## src/hw/asf_pkg.sv

```systemverilog
// constants shared by the result-ready status block and its i2c target
package asf_pkg;
  // ************************************************************
  // register map
  // ************************************************************
  localparam logic [1:0] CONFIG_ADDR = 2'h0; // configuration register
  localparam logic [1:0] STATUS_ADDR = 2'h1; // conversion_status register
  localparam logic [7:0] CONFIG_RESET = 8'h00; // configuration after reset
  localparam logic [7:0] STATUS_RESET = 8'h00; // status after reset
  localparam int FLAG_POS = 7; // result_ready_flag bit position
  localparam logic [6:0] RESERVED_VALUE = 7'h00; // reserved bits read value
  // ************************************************************
  // command bytes
  // ************************************************************
  localparam logic [7:0] CMD_RESET = 8'h06; // soft reset
  localparam logic [7:0] CMD_START = 8'h08; // start or sync conversion
  localparam logic [7:0] CMD_POWERDOWN = 8'h02; // enter power-down
  localparam logic [7:0] CMD_RDATA = 8'h10; // read conversion data
  localparam logic [7:0] CMD_READ_REGISTER_COMMAND_MASK = 8'hf8; // read_register_command
  localparam logic [7:0] CMD_READ_REGISTER_COMMAND_CODE = 8'h20; // 0010 0rxx
  localparam logic [7:0] CMD_WRITE_REGISTER_COMMAND_MASK = 8'hf0; // write_register_command
  localparam logic [7:0] CMD_WRITE_REGISTER_COMMAND_CODE = 8'h40; // 0100 rrxx
  localparam int READ_REGISTER_COMMAND_ADDR_LSB = 2; // register address field of commands
  // ************************************************************
  // i2c addressing
  // ************************************************************
  localparam logic [2:0] ADDR_BASE = 3'h4; // upper target address bits
  localparam int DATA_BYTES = 3; // bytes of one conversion result
endpackage

```

## src/hw/asf_status_target.sv

```systemverilog
// converter status register, command decode and i2c target top
module asf_status_target #(
  parameter logic [2:0] ADDR_UPPER = asf_pkg::ADDR_BASE // fixed address part
) (
  input wire logic clk, // system clock, 125 MHz
  input wire logic rst, // async reset, active high
  input wire logic scl_in, // bus clock pin level
  input wire logic sda_in, // bus data pin level
  output logic sda_out, // data pin drive level, always low
  output logic sda_oe, // high while pulling data line low
  output logic scl_out, // clock pin drive level, always low
  output logic scl_oe, // clock drive enable, never high
  input wire logic [1:0] addr_select_pin_low, // strap code of low pin
  input wire logic [1:0] addr_select_pin_high, // strap code of high pin
  input wire logic result_valid, // pulse: converter has a new result
  input wire logic [23:0] result_data, // new result value
  output logic result_ready_n_out, // data-ready pin level, always low
  output logic result_ready_n_oe, // high while pulling data-ready low
  output logic [7:0] config_out, // configuration register contents
  output logic start_pulse, // pulse: start or sync command
  output logic powerdown_pulse, // pulse: power-down command
  output logic soft_reset_pulse // pulse: reset command
);
  typedef enum logic [1:0] {SRC_NONE, SRC_DATA, SRC_REG} asf_src_t;
  logic [1:0] pin_low_s1_reg, pin_low_s2_reg; // strap sync chain
  logic [1:0] pin_high_s1_reg, pin_high_s2_reg; // strap sync chain
  logic [6:0] addr_reg; // own target address
  logic addr_taken_reg; // strap captured since reset
  logic result_ready_flag_reg; // status bit 7
  logic [23:0] result_reg; // latest result from converter
  logic [23:0] out_shift_reg; // bytes on their way to the host
  asf_src_t src_reg; // what a read returns
  logic [1:0] reg_sel_reg; // register picked by last command
  logic cmd_phase_reg; // next written byte is a command
  logic wdata_phase_reg; // next written byte is register data
  logic data_first_reg; // first data byte not yet sent
  logic [7:0] config_reg; // configuration register
  logic [7:0] rx_data; // byte from target engine
  logic rx_valid, wr_start, rd_start, tx_load; // target engine events
  logic tgt_sda_oe; // data drive from target engine
  logic [7:0] tx_data; // byte offered to the engine
  logic data_read; // conversion data leaves the device
  logic is_rdata, is_read_register_command, is_write_register_command; // command decode

  // register address field of a command
  function automatic logic [1:0] cmd_reg(input logic [7:0] cmd);
    cmd_reg = cmd[asf_pkg::READ_REGISTER_COMMAND_ADDR_LSB +: 2];
  endfunction

  // status byte as read by the host
  function automatic logic [7:0] status_byte(input logic flag);
    status_byte = {flag, asf_pkg::RESERVED_VALUE};
  endfunction

  // ************************************************************
  // bit engine
  // ************************************************************
  asf_i2c_target u_tgt (
    .clk(clk),
    .rst(rst),
    .scl_in(scl_in),
    .sda_in(sda_in),
    .own_addr(addr_reg),
    .tx_data(tx_data),
    .sda_oe(tgt_sda_oe),
    .rx_data(rx_data),
    .rx_valid(rx_valid),
    .wr_start(wr_start),
    .rd_start(rd_start),
    .tx_load(tx_load)
  );

  assign sda_oe = tgt_sda_oe;

  // ************************************************************
  // fixed pin drives
  // ************************************************************
  // open-drain levels; clock line is left to the controller
  always_ff @(posedge clk or posedge rst)
  begin
    if (rst)
    begin
      sda_out <= 1'b0;
      scl_out <= 1'b0;
      scl_oe <= 1'b0;
      result_ready_n_out <= 1'b0;
    end
    else
    begin
      sda_out <= 1'b0;
      scl_out <= 1'b0;
      scl_oe <= 1'b0;
      result_ready_n_out <= 1'b0;
    end
  end

  // ************************************************************
  // address straps
  // ************************************************************
  // strap codes pass two flops; kept out of reset so the chain
  // already holds the pin codes when reset lets go
  always_ff @(posedge clk)
  begin
    pin_low_s1_reg <= addr_select_pin_low;
    pin_low_s2_reg <= pin_low_s1_reg;
    pin_high_s1_reg <= addr_select_pin_high;
    pin_high_s2_reg <= pin_high_s1_reg;
  end

  // address caught once, at the first edge after reset
  always_ff @(posedge clk or posedge rst)
  begin
    if (rst)
    begin
      addr_reg <= 7'h00;
      addr_taken_reg <= 1'b0;
    end
    else
    begin
      if (!addr_taken_reg)
      begin
        // four codes per pin give sixteen addresses
        addr_reg <= {ADDR_UPPER, pin_high_s2_reg, pin_low_s2_reg};
        addr_taken_reg <= 1'b1;
      end
    end
  end

  // ************************************************************
  // command decode
  // ************************************************************
  assign is_rdata = rx_data == asf_pkg::CMD_RDATA;
  assign is_read_register_command = (rx_data & asf_pkg::CMD_READ_REGISTER_COMMAND_MASK)
                   == asf_pkg::CMD_READ_REGISTER_COMMAND_CODE;
  assign is_write_register_command = (rx_data & asf_pkg::CMD_WRITE_REGISTER_COMMAND_MASK)
                   == asf_pkg::CMD_WRITE_REGISTER_COMMAND_CODE;
  assign data_read = tx_load && src_reg == SRC_DATA && data_first_reg;

  // read byte source: result bytes msb first, or one register
  always_comb
  begin
    tx_data = 8'hff;
    case (src_reg)
      SRC_DATA: tx_data = out_shift_reg[23:16];
      SRC_REG:
      begin
        if (reg_sel_reg == asf_pkg::STATUS_ADDR)
          tx_data = status_byte(result_ready_flag_reg);
        else if (reg_sel_reg == asf_pkg::CONFIG_ADDR)
          tx_data = config_reg;
        else
          tx_data = 8'h00;
      end
      default: tx_data = 8'hff;
    endcase
  end

  // ************************************************************
  // transfer sequencing
  // ************************************************************
  // tracks command and data phases and the read source
  always_ff @(posedge clk or posedge rst)
  begin
    if (rst)
    begin
      cmd_phase_reg <= 1'b0;
      wdata_phase_reg <= 1'b0;
      src_reg <= SRC_NONE;
      reg_sel_reg <= 2'h0;
      data_first_reg <= 1'b0;
      out_shift_reg <= 24'h000000;
    end
    else
    begin
      if (wr_start)
      begin
        cmd_phase_reg <= 1'b1;
        wdata_phase_reg <= 1'b0;
      end
      else if (rx_valid && cmd_phase_reg)
      begin
        cmd_phase_reg <= 1'b0;
        if (is_rdata)
        begin
          // result enters the shifter only here
          out_shift_reg <= result_reg;
          src_reg <= SRC_DATA;
          data_first_reg <= 1'b1;
        end
        else if (is_read_register_command)
        begin
          src_reg <= SRC_REG;
          reg_sel_reg <= cmd_reg(rx_data);
        end
        else if (is_write_register_command)
        begin
          wdata_phase_reg <= 1'b1;
          reg_sel_reg <= cmd_reg(rx_data);
        end
      end
      else if (rx_valid)
        wdata_phase_reg <= 1'b0;
      if (tx_load && src_reg == SRC_DATA)
      begin
        // next result byte; zeros after the last one
        out_shift_reg <= {out_shift_reg[15:0], 8'h00};
        data_first_reg <= 1'b0;
      end
    end
  end

  // ************************************************************
  // configuration register and command pulses
  // ************************************************************
  // only address zero is writable; status ignores writes
  always_ff @(posedge clk or posedge rst)
  begin
    if (rst)
    begin
      config_reg <= asf_pkg::CONFIG_RESET;
      start_pulse <= 1'b0;
      powerdown_pulse <= 1'b0;
      soft_reset_pulse <= 1'b0;
    end
    else
    begin
      start_pulse <= rx_valid && cmd_phase_reg
                     && rx_data == asf_pkg::CMD_START;
      powerdown_pulse <= rx_valid && cmd_phase_reg
                         && rx_data == asf_pkg::CMD_POWERDOWN;
      soft_reset_pulse <= rx_valid && cmd_phase_reg
                          && rx_data == asf_pkg::CMD_RESET;
      if (rx_valid && cmd_phase_reg && rx_data == asf_pkg::CMD_RESET)
        config_reg <= asf_pkg::CONFIG_RESET;
      else if (rx_valid && wdata_phase_reg
               && reg_sel_reg == asf_pkg::CONFIG_ADDR)
        config_reg <= rx_data;
    end
  end

  assign config_out = config_reg;

  // ************************************************************
  // result ready flag
  // ************************************************************
  // a new result wins over a read in the same cycle
  always_ff @(posedge clk or posedge rst)
  begin
    if (rst)
    begin
      result_ready_flag_reg <= asf_pkg::STATUS_RESET[asf_pkg::FLAG_POS];
      result_reg <= 24'h000000;
      result_ready_n_oe <= 1'b0;
    end
    else
    begin
      if (result_valid)
      begin
        result_ready_flag_reg <= 1'b1;
        result_reg <= result_data;
      end
      else if (data_read)
        result_ready_flag_reg <= 1'b0;
      // pin pulled low while a result waits
      result_ready_n_oe <= result_ready_flag_reg;
    end
  end
endmodule

```

## src/hw/asf_i2c_target.sv

```systemverilog
// bit-level i2c target: start, stop, address match, byte shift and ack
module asf_i2c_target (
  input wire logic clk, // system clock
  input wire logic rst, // async reset, active high
  input wire logic scl_in, // bus clock pin level
  input wire logic sda_in, // bus data pin level
  input wire logic [6:0] own_addr, // target address
  input wire logic [7:0] tx_data, // byte to send on next load
  output logic sda_oe, // high pulls data line low
  output logic [7:0] rx_data, // received byte
  output logic rx_valid, // pulse: rx_data holds a written byte
  output logic wr_start, // pulse: address matched, write direction
  output logic rd_start, // pulse: address matched, read direction
  output logic tx_load // pulse: tx_data taken into shifter
);
  typedef enum logic [2:0] {
    ST_IDLE, ST_ADDR, ST_AACK, ST_WRX, ST_WACK, ST_TX, ST_RACK, ST_RNEXT
  } asf_tgt_state_t;
  asf_tgt_state_t state_reg; // bus state
  logic [2:0] scl_sync_reg; // sync pair plus edge history
  logic [2:0] sda_sync_reg; // sync pair plus edge history
  logic [7:0] shift_reg; // byte shifter
  logic [3:0] cnt_reg; // bits done in current byte
  logic read_reg; // direction of current transfer
  logic scl_rise, scl_fall, start_cond, stop_cond;

  // ************************************************************
  // pin sampling
  // ************************************************************
  // two flops before use, third for edges
  always_ff @(posedge clk or posedge rst)
  begin
    if (rst)
    begin
      scl_sync_reg <= 3'h7;
      sda_sync_reg <= 3'h7;
    end
    else
    begin
      scl_sync_reg <= {scl_sync_reg[1:0], scl_in};
      sda_sync_reg <= {sda_sync_reg[1:0], sda_in};
    end
  end

  assign scl_rise = scl_sync_reg[1] && !scl_sync_reg[2];
  assign scl_fall = !scl_sync_reg[1] && scl_sync_reg[2];
  assign start_cond = scl_sync_reg[1] && scl_sync_reg[2]
                      && !sda_sync_reg[1] && sda_sync_reg[2];
  assign stop_cond = scl_sync_reg[1] && scl_sync_reg[2]
                     && sda_sync_reg[1] && !sda_sync_reg[2];

  // ************************************************************
  // bus state machine
  // ************************************************************
  // data line changes only while the clock is low; clock never held
  always_ff @(posedge clk or posedge rst)
  begin
    if (rst)
    begin
      state_reg <= ST_IDLE;
      shift_reg <= 8'h00;
      cnt_reg <= 4'h0;
      read_reg <= 1'b0;
      sda_oe <= 1'b0;
      rx_data <= 8'h00;
      rx_valid <= 1'b0;
      wr_start <= 1'b0;
      rd_start <= 1'b0;
      tx_load <= 1'b0;
    end
    else
    begin
      rx_valid <= 1'b0;
      wr_start <= 1'b0;
      rd_start <= 1'b0;
      tx_load <= 1'b0;
      if (start_cond)
      begin
        // start or repeated start
        state_reg <= ST_ADDR;
        cnt_reg <= 4'h0;
        sda_oe <= 1'b0;
      end
      else if (stop_cond)
      begin
        state_reg <= ST_IDLE;
        sda_oe <= 1'b0;
      end
      else
      begin
        case (state_reg)
          ST_ADDR, ST_WRX:
          begin
            if (scl_rise && cnt_reg != 4'h8)
            begin
              shift_reg <= {shift_reg[6:0], sda_sync_reg[1]};
              cnt_reg <= cnt_reg + 4'h1;
            end
            else if (scl_fall && cnt_reg == 4'h8)
            begin
              if (state_reg == ST_WRX)
              begin
                // byte complete: hand over and ack
                rx_data <= shift_reg;
                rx_valid <= 1'b1;
                sda_oe <= 1'b1;
                state_reg <= ST_WACK;
              end
              else if (shift_reg[7:1] == own_addr)
              begin
                read_reg <= shift_reg[0];
                rd_start <= shift_reg[0];
                wr_start <= !shift_reg[0];
                sda_oe <= 1'b1;
                state_reg <= ST_AACK;
              end
              else
                state_reg <= ST_IDLE;
            end
          end
          ST_AACK, ST_RNEXT:
          begin
            if (scl_fall)
            begin
              if (read_reg)
              begin
                // first bit of a read byte
                shift_reg <= tx_data;
                sda_oe <= !tx_data[7];
                tx_load <= 1'b1;
                cnt_reg <= 4'h1;
                state_reg <= ST_TX;
              end
              else
              begin
                sda_oe <= 1'b0;
                cnt_reg <= 4'h0;
                state_reg <= ST_WRX;
              end
            end
          end
          ST_WACK:
          begin
            if (scl_fall)
            begin
              sda_oe <= 1'b0;
              cnt_reg <= 4'h0;
              state_reg <= ST_WRX;
            end
          end
          ST_TX:
          begin
            if (scl_fall)
            begin
              if (cnt_reg == 4'h8)
              begin
                sda_oe <= 1'b0;
                state_reg <= ST_RACK;
              end
              else
              begin
                sda_oe <= !shift_reg[6];
                shift_reg <= {shift_reg[6:0], 1'b0};
                cnt_reg <= cnt_reg + 4'h1;
              end
            end
          end
          ST_RACK:
          begin
            // controller ack keeps the read going, nack ends it
            if (scl_rise)
              state_reg <= sda_sync_reg[1] ? ST_IDLE : ST_RNEXT;
          end
          default:
          begin
            sda_oe <= 1'b0;
          end
        endcase
      end
    end
  end
endmodule

```

## config.mk

```make
export PLATFORM = sky130hd
export DESIGN_NAME = asf_status_target
export DESIGN_NICKNAME = d
export VERILOG_FILES = /design/src/hw/asf_pkg.sv /design/src/hw/asf_status_target.sv /design/src/hw/asf_i2c_target.sv
export SDC_FILE = /design/constraint.sdc
export NUM_CORES = 1
export LEC_CHECK = 0
export BUFFER_PORTS_ARGS = -buffer_cell sky130_fd_sc_hd__buf_4
export CORE_MARGIN = 1.5
export CORE_UTILIZATION = 59
export DETAILED_ROUTE_END_ITERATION = 10
export PLACE_DENSITY = 0.84
export SLEW_MARGIN = 5
export SYNTH_ARGS = -nofsm -noshare
export SYNTH_HDL_FRONTEND = slang
export SYNTH_SLANG_ARGS = --single-unit
```

## constraint.sdc

```tcl
create_clock -name clk -period 4.9 [get_ports clk]
set_input_delay 0.98 -clock clk [delete_from_list [all_inputs] [get_ports clk]]
set_output_delay 0.98 -clock clk [all_outputs]
set_load 0.02 [all_outputs]
```

Word-level counts from Yosys, hierarchy flattened
Index checks and enable logic that the tools add are counted.
{"block": "word_totals", "output_inout_bits": 17, "input_bits": 33, "ff_bits": 116}
{"block": "op_classes", "n_bitwise": 6, "add_sub_neg": 1, "n_eq_ne": 43, "n_reduce_logical": 48, "n_mux": 86}
{"cell": "$mux 24", "n": 4}
{"cell": "$mux 8", "n": 9}
{"cell": "$mux 1", "n": 44}
{"cell": "$mux 3", "n": 12}
{"cell": "$mux 4", "n": 7}
{"cell": "$ne 4x1->1 const B", "n": 6}
{"cell": "$pmux 8 s3", "n": 1}
{"cell": "$reduce_and 7->1", "n": 3}
{"cell": "$logic_and 1x1->1", "n": 17}
{"cell": "$pmux 4 s4", "n": 1}
{"cell": "$pmux 8 s2", "n": 1}
{"cell": "$reduce_and 8->1", "n": 2}
{"cell": "$ne 3x1->1 const B", "n": 5}
{"cell": "$pmux 3 s5", "n": 1}
{"cell": "$reduce_bool 2->1", "n": 7}
{"cell": "$eq 3x3->1 const B", "n": 4}
{"cell": "$ne 3x2->1 const B", "n": 4}
{"cell": "$mux 2", "n": 5}
{"cell": "$ne 2x1->1 const B", "n": 5}
{"cell": "$eq 8x2->1 const B", "n": 1}
{"cell": "$eq 8x3->1 const B", "n": 1}
{"cell": "$eq 8x4->1 const B", "n": 1}
{"cell": "$eq 8x5->1 const B", "n": 1}
{"cell": "$reduce_and 4->1", "n": 2}
{"cell": "other kinds (23)", "n": 40}

Depth between registers and ports, before layout
{"block": "logic_depth", "word_depth": 10, "ltp_mapped": 8, "depth_no_buf": 7}

Modules after synthesis
A second synthesis with hierarchy kept.
{"block": "hier_totals", "hier_cells": 419, "area_unflattened_um2": 5201.2}
{"mod": "asf_status_target", "seq_area_each_um2": 2011.9, "cells_per_inst": 238, "n_inst": 1, "area_each_um2": 3318.2}
{"mod": "asf_i2c_target", "seq_area_each_um2": 883.3, "cells_per_inst": 181, "n_inst": 1, "area_each_um2": 1883.1}

Least setup slack after synthesis
No wires, ideal clock.
{"block": "synth_path", "path_kind": "input-to-reg", "from": "input result_valid", "to": "register result_reg[10]", "required_ps": 4775, "t_arrival_ps": 1930, "setup_time_ps": 125, "path_slack_ps": 2845, "path_stages": 3, "path_cell_list": "clkbuf_1 > clkbuf_1 > mux2_2"}
{"element": "start, declared", "line": "asf_status_target.sv:15", "text": "input wire logic result_valid,"}
{"element": "end signal, assigned", "line": "asf_status_target.sv:260", "text": "result_reg <= result_data;"}
{"element": "end, declared", "line": "asf_status_target.sv:30", "text": "logic [23:0] result_reg;"}
No word-level cell between the ends.

Worst setup path in the final report
{"block": "layout_path", "from": "register src_reg[1]", "to": "register result_ready_flag_reg"}
{"block": "layout_via", "elab_chain_len": 4}
{"element": "start, declared", "line": "asf_status_target.sv:32", "text": "asf_src_t src_reg;"}
{"element": "start signal, assigned", "line": "asf_status_target.sv:168", "text": "src_reg <= SRC_NONE;"}
{"element": "start signal, assigned", "line": "asf_status_target.sv:187", "text": "src_reg <= SRC_DATA;"}
{"element": "start signal, assigned", "line": "asf_status_target.sv:192", "text": "src_reg <= SRC_REG;"}
{"element": "$eq 2x1->1", "line": "asf_status_target.sv:137", "text": "assign data_read = tx_load && src_reg == SRC_DATA && data_first_reg;"}
{"element": "$logic_and 1x1->1 (2 in series)", "line": "asf_status_target.sv:137"}
{"element": "$reduce_bool 2->1 (no line)"}
{"element": "end signal, assigned", "line": "asf_status_target.sv:251", "text": "result_ready_flag_reg <= asf_pkg::STATUS_RESET[asf_pkg::FLAG_POS];"}
{"element": "end, declared", "line": "asf_status_target.sv:29", "text": "logic result_ready_flag_reg;"}
Every way passes these cells.
A chain may end at the register's enable or synchronous reset.

==> results.md <==
- Mean Syn Cell Area: 11.6 sq um
- Max Cap Viol: 0
- Req. time, crit path: 5.31 ns
- Residual DRC: 0
- CTS root buf: clkbuf_8
- Multi-input gate area in the final layout: 0.00212 sq mm
- Global-route wire length before repair: 17900 um
- Antenna-violating nets left: 0
- Most used DFF post-synth: dfrtp_1
- Gpl congestion: 0.849
- WHS: 0.327 ns
- Syn Inst Count: 445
- Chip height: 96.5 um
- Post-cts sizing count: 0
- Clock buffer depth: 2
- All-Layer GR Usage: 0.261
- Post-Route Utilization: 0.735
- R2r worst-path depth: 5
- Die width: 96.5 um
- Post-DP HPWL: 6740 um
- Final Hold Fails: 0
- Starting DRT DRC Count: 319
- R2r setup slk: 2.55 ns
- Yosys top cell area share: 0.495
- Comb power frac: 0.054
- Postcts setup bufs: 0
- Clock sink count: 116
- Post-route setup slack: 2.55 ns
- Met2 wire length: 5500 um
- Hold_sp: pin_low_s1_reg[0]$_DFF_P_
- RSZ-0062 raised after global routing: no
- Largest family of logic cells by synthesized area: multiplexers
- Crit Path Class: flip-flop to flip-flop
- DR pass1 iterations: 6
- Commonest non-fill, non-tap cell in the layout: dfrtp_1
- Crit path time final: 2.35 ns
- Via count: 3713
- Clock power frac: 0.518
- H-tree Lvls: 4
- Leak Pwr: 2.75 nW
- Layout cells sized above 1: 0.274
- Crit path launch type: flip-flop
- Wire length on met3: 752 um
- Worst hold stages: 0
- Number of global-route vias before repair: 3634
- Hold Crit Class: flip-flop to flip-flop
- FF-to-FF End: result_ready_flag_reg$_DFFE_PP0P_
- XOR/XNOR Fraction of Synth Area: 0.0136
- Register area: 0.00287 sq mm
- Final setup viols: 0
- IO Pins: 50
- Largest area contributor in the netlist: dfrtp_1
- Adder-Cell Fraction of Synth Area: 0.00970
- Final global-route overflow total: 0
- Internal: 1.92 mW
- Final #Nets: 524
- # diodes: 0
- Top sig layer: met4
- Worst-skew pair later-pin latency: 0.53 ns
- Seq pwr share: 0.427
- Total Die Area: 0.00932 sq mm
- Cell area after synthesis: 0.00516 sq mm
- Placement Setup Slack: 2.62 ns
- Row cnt: 33
- Total CTS buffers: 17
- CTS tree: done
- Hold EP: pin_low_s2_reg[0]$_DFF_P_
- Core Footprint: 0.00834 sq mm
- Status: finished, final reports clean
- Total negative slack: 0 ns
- Drt via density: 6.14
- FILL cells: 538
- Worst-Margin Slew: 1.26 ns
- Post-synthesis compound-gate area fraction: 0.102
- R2R Path Start: src_reg[1]$_DFFE_PP0P_
- Kind of end point of the critical path: flip-flop
- EDFF count, synth: 0
- Initial Util: 0.619
- WL met1: 4560 um
- Synth Area in Simple Gates: 0.115
- DRT Wirelength: 11000 um
- Crit-path max FO: 42
- FFs w/ async S/R, synth: 0.931
- Mux cell area share after synthesis: 0.166
- Largest cells by area after synthesis: dfrtp_1 49%, mux2_2 9.8%, mux2i_1 6.6%
- Slew Limit Fails: 0
- Initial antenna violation count: 0
- Warnings from Yosys: 0
- #FFs+latches synth: 116
- P&R area growth vs syn: 18.8%
- Sequential area share after synthesis: 0.556
- Most frequent cells in the layout: 102 x dfrtp_1, 47 x buf_4, 45 x mux2_2
- Largest net degree at the start of global routing: 74
- Post-route cell area: 0.00613 sq mm
- Post-DR wirelength/cell: 18.2 um
- Fin Clk Skew: 0.00955 ns
- Slew headroom: 0.162
- Net Sw Frac: 0.214
- P per Cell Area: 399 mW/mm^2
- Max IR drop VDD: 0.254 mV
- Fin crit share: 0.480
- Worst-path clk slew: 0.06 ns
- FMAX: 425 MHz
- Yosys cell types: 60
- CTS Hold Bufs: 0
- PortBufs: 45
- Area after DPL: 0.00552 sq mm
- Sw Pwr: 0.522 mW
- Worst EP arrival: 2.76 ns
## cell families after synthesis
logic type      after synthesis
flops                       116
simple gates                114
compound gates               83
mux                          80
buf+inv                      38
xor+xnor                      8
fa+ha+maj                     4
other cells                   2
## stage by stage
stage	cells	power [mW]
detailed placement	573	1.19
CTS	605	2.45
finish	605	2.44
global placement	573	1.18
floorplan	448	1.14
global route	605	2.51
## worst max path at each step
| stage | start | end | cells past startpoint |
|---|---|---|---|
| floorplan | rst | addr_reg[0]$_DFFE_PP0N_ | 1 |
| detailed placement | rst | u_tgt.sda_sync_reg[2]$_DFF_PP1_ | 3 |
| global route | src_reg[1]$_DFFE_PP0P_ | out_shift_reg[15]$_DFFE_PP0P_ | 4 |
| finish | src_reg[1]$_DFFE_PP0P_ | result_ready_flag_reg$_DFFE_PP0P_ | 5 |
| global placement | rst | u_tgt.sda_sync_reg[2]$_DFF_PP1_ | 3 |
| CTS | src_reg[1]$_DFFE_PP0P_ | result_ready_flag_reg$_DFFE_PP0P_ | 5 |
## per-layer routing
layer	vias up	global-route usage
li1	1656	-
met1	1850	0.336
met2	179	0.424
met3	28	0.0563
met4	0	0.116
met5	-	0
## cell type report
type,instances,area share
Multi-Input combinational cell,294,0.346
Sequential cell,116,0.468
Clock buffer,22,0.0739
Timing Repair Buffer,47,0.0576
Tap cell,105,0.0214
Inverter,11,0.00715
Clock inverter,10,0.0253
## power by group through the flow
stage / logic (mW) / registers, mW / clock network (mW)
after global placement: 0.125 / 1.06 / 0
after floorplan: 0.0995 / 1.04 / 0
after global routing: 0.148 / 1.05 / 1.32
final: 0.132 / 1.04 / 1.27
after detailed placement: 0.132 / 1.06 / 0
after CTS: 0.134 / 1.04 / 1.28
## synthesized netlist by cell type (all sizes together) (4+ instances only)
master / n
inv: 11
a21o: 5
mux2: 46
dfxtp: 8
dfstp: 6
nand3: 7
clkbuf: 13
o21ai: 37
a21oi: 13
ha: 4
nor2b: 7
nand2: 36
mux2i: 34
xnor2: 4
xor2: 4
nor3: 6
dfrtp: 102
buf: 14
nand2b: 7
nor2: 30
nor3b: 4
a221oi: 8
## critical path, stage by stage, from the launching register on
cell	delay [ns]
dfrtp_1	0.38
inv_1	0.09
ha_1	0.36
and2_1	1.03
nand2_1	0.18
a21o_1	0.22
Power figures use the tool's default switching activity.
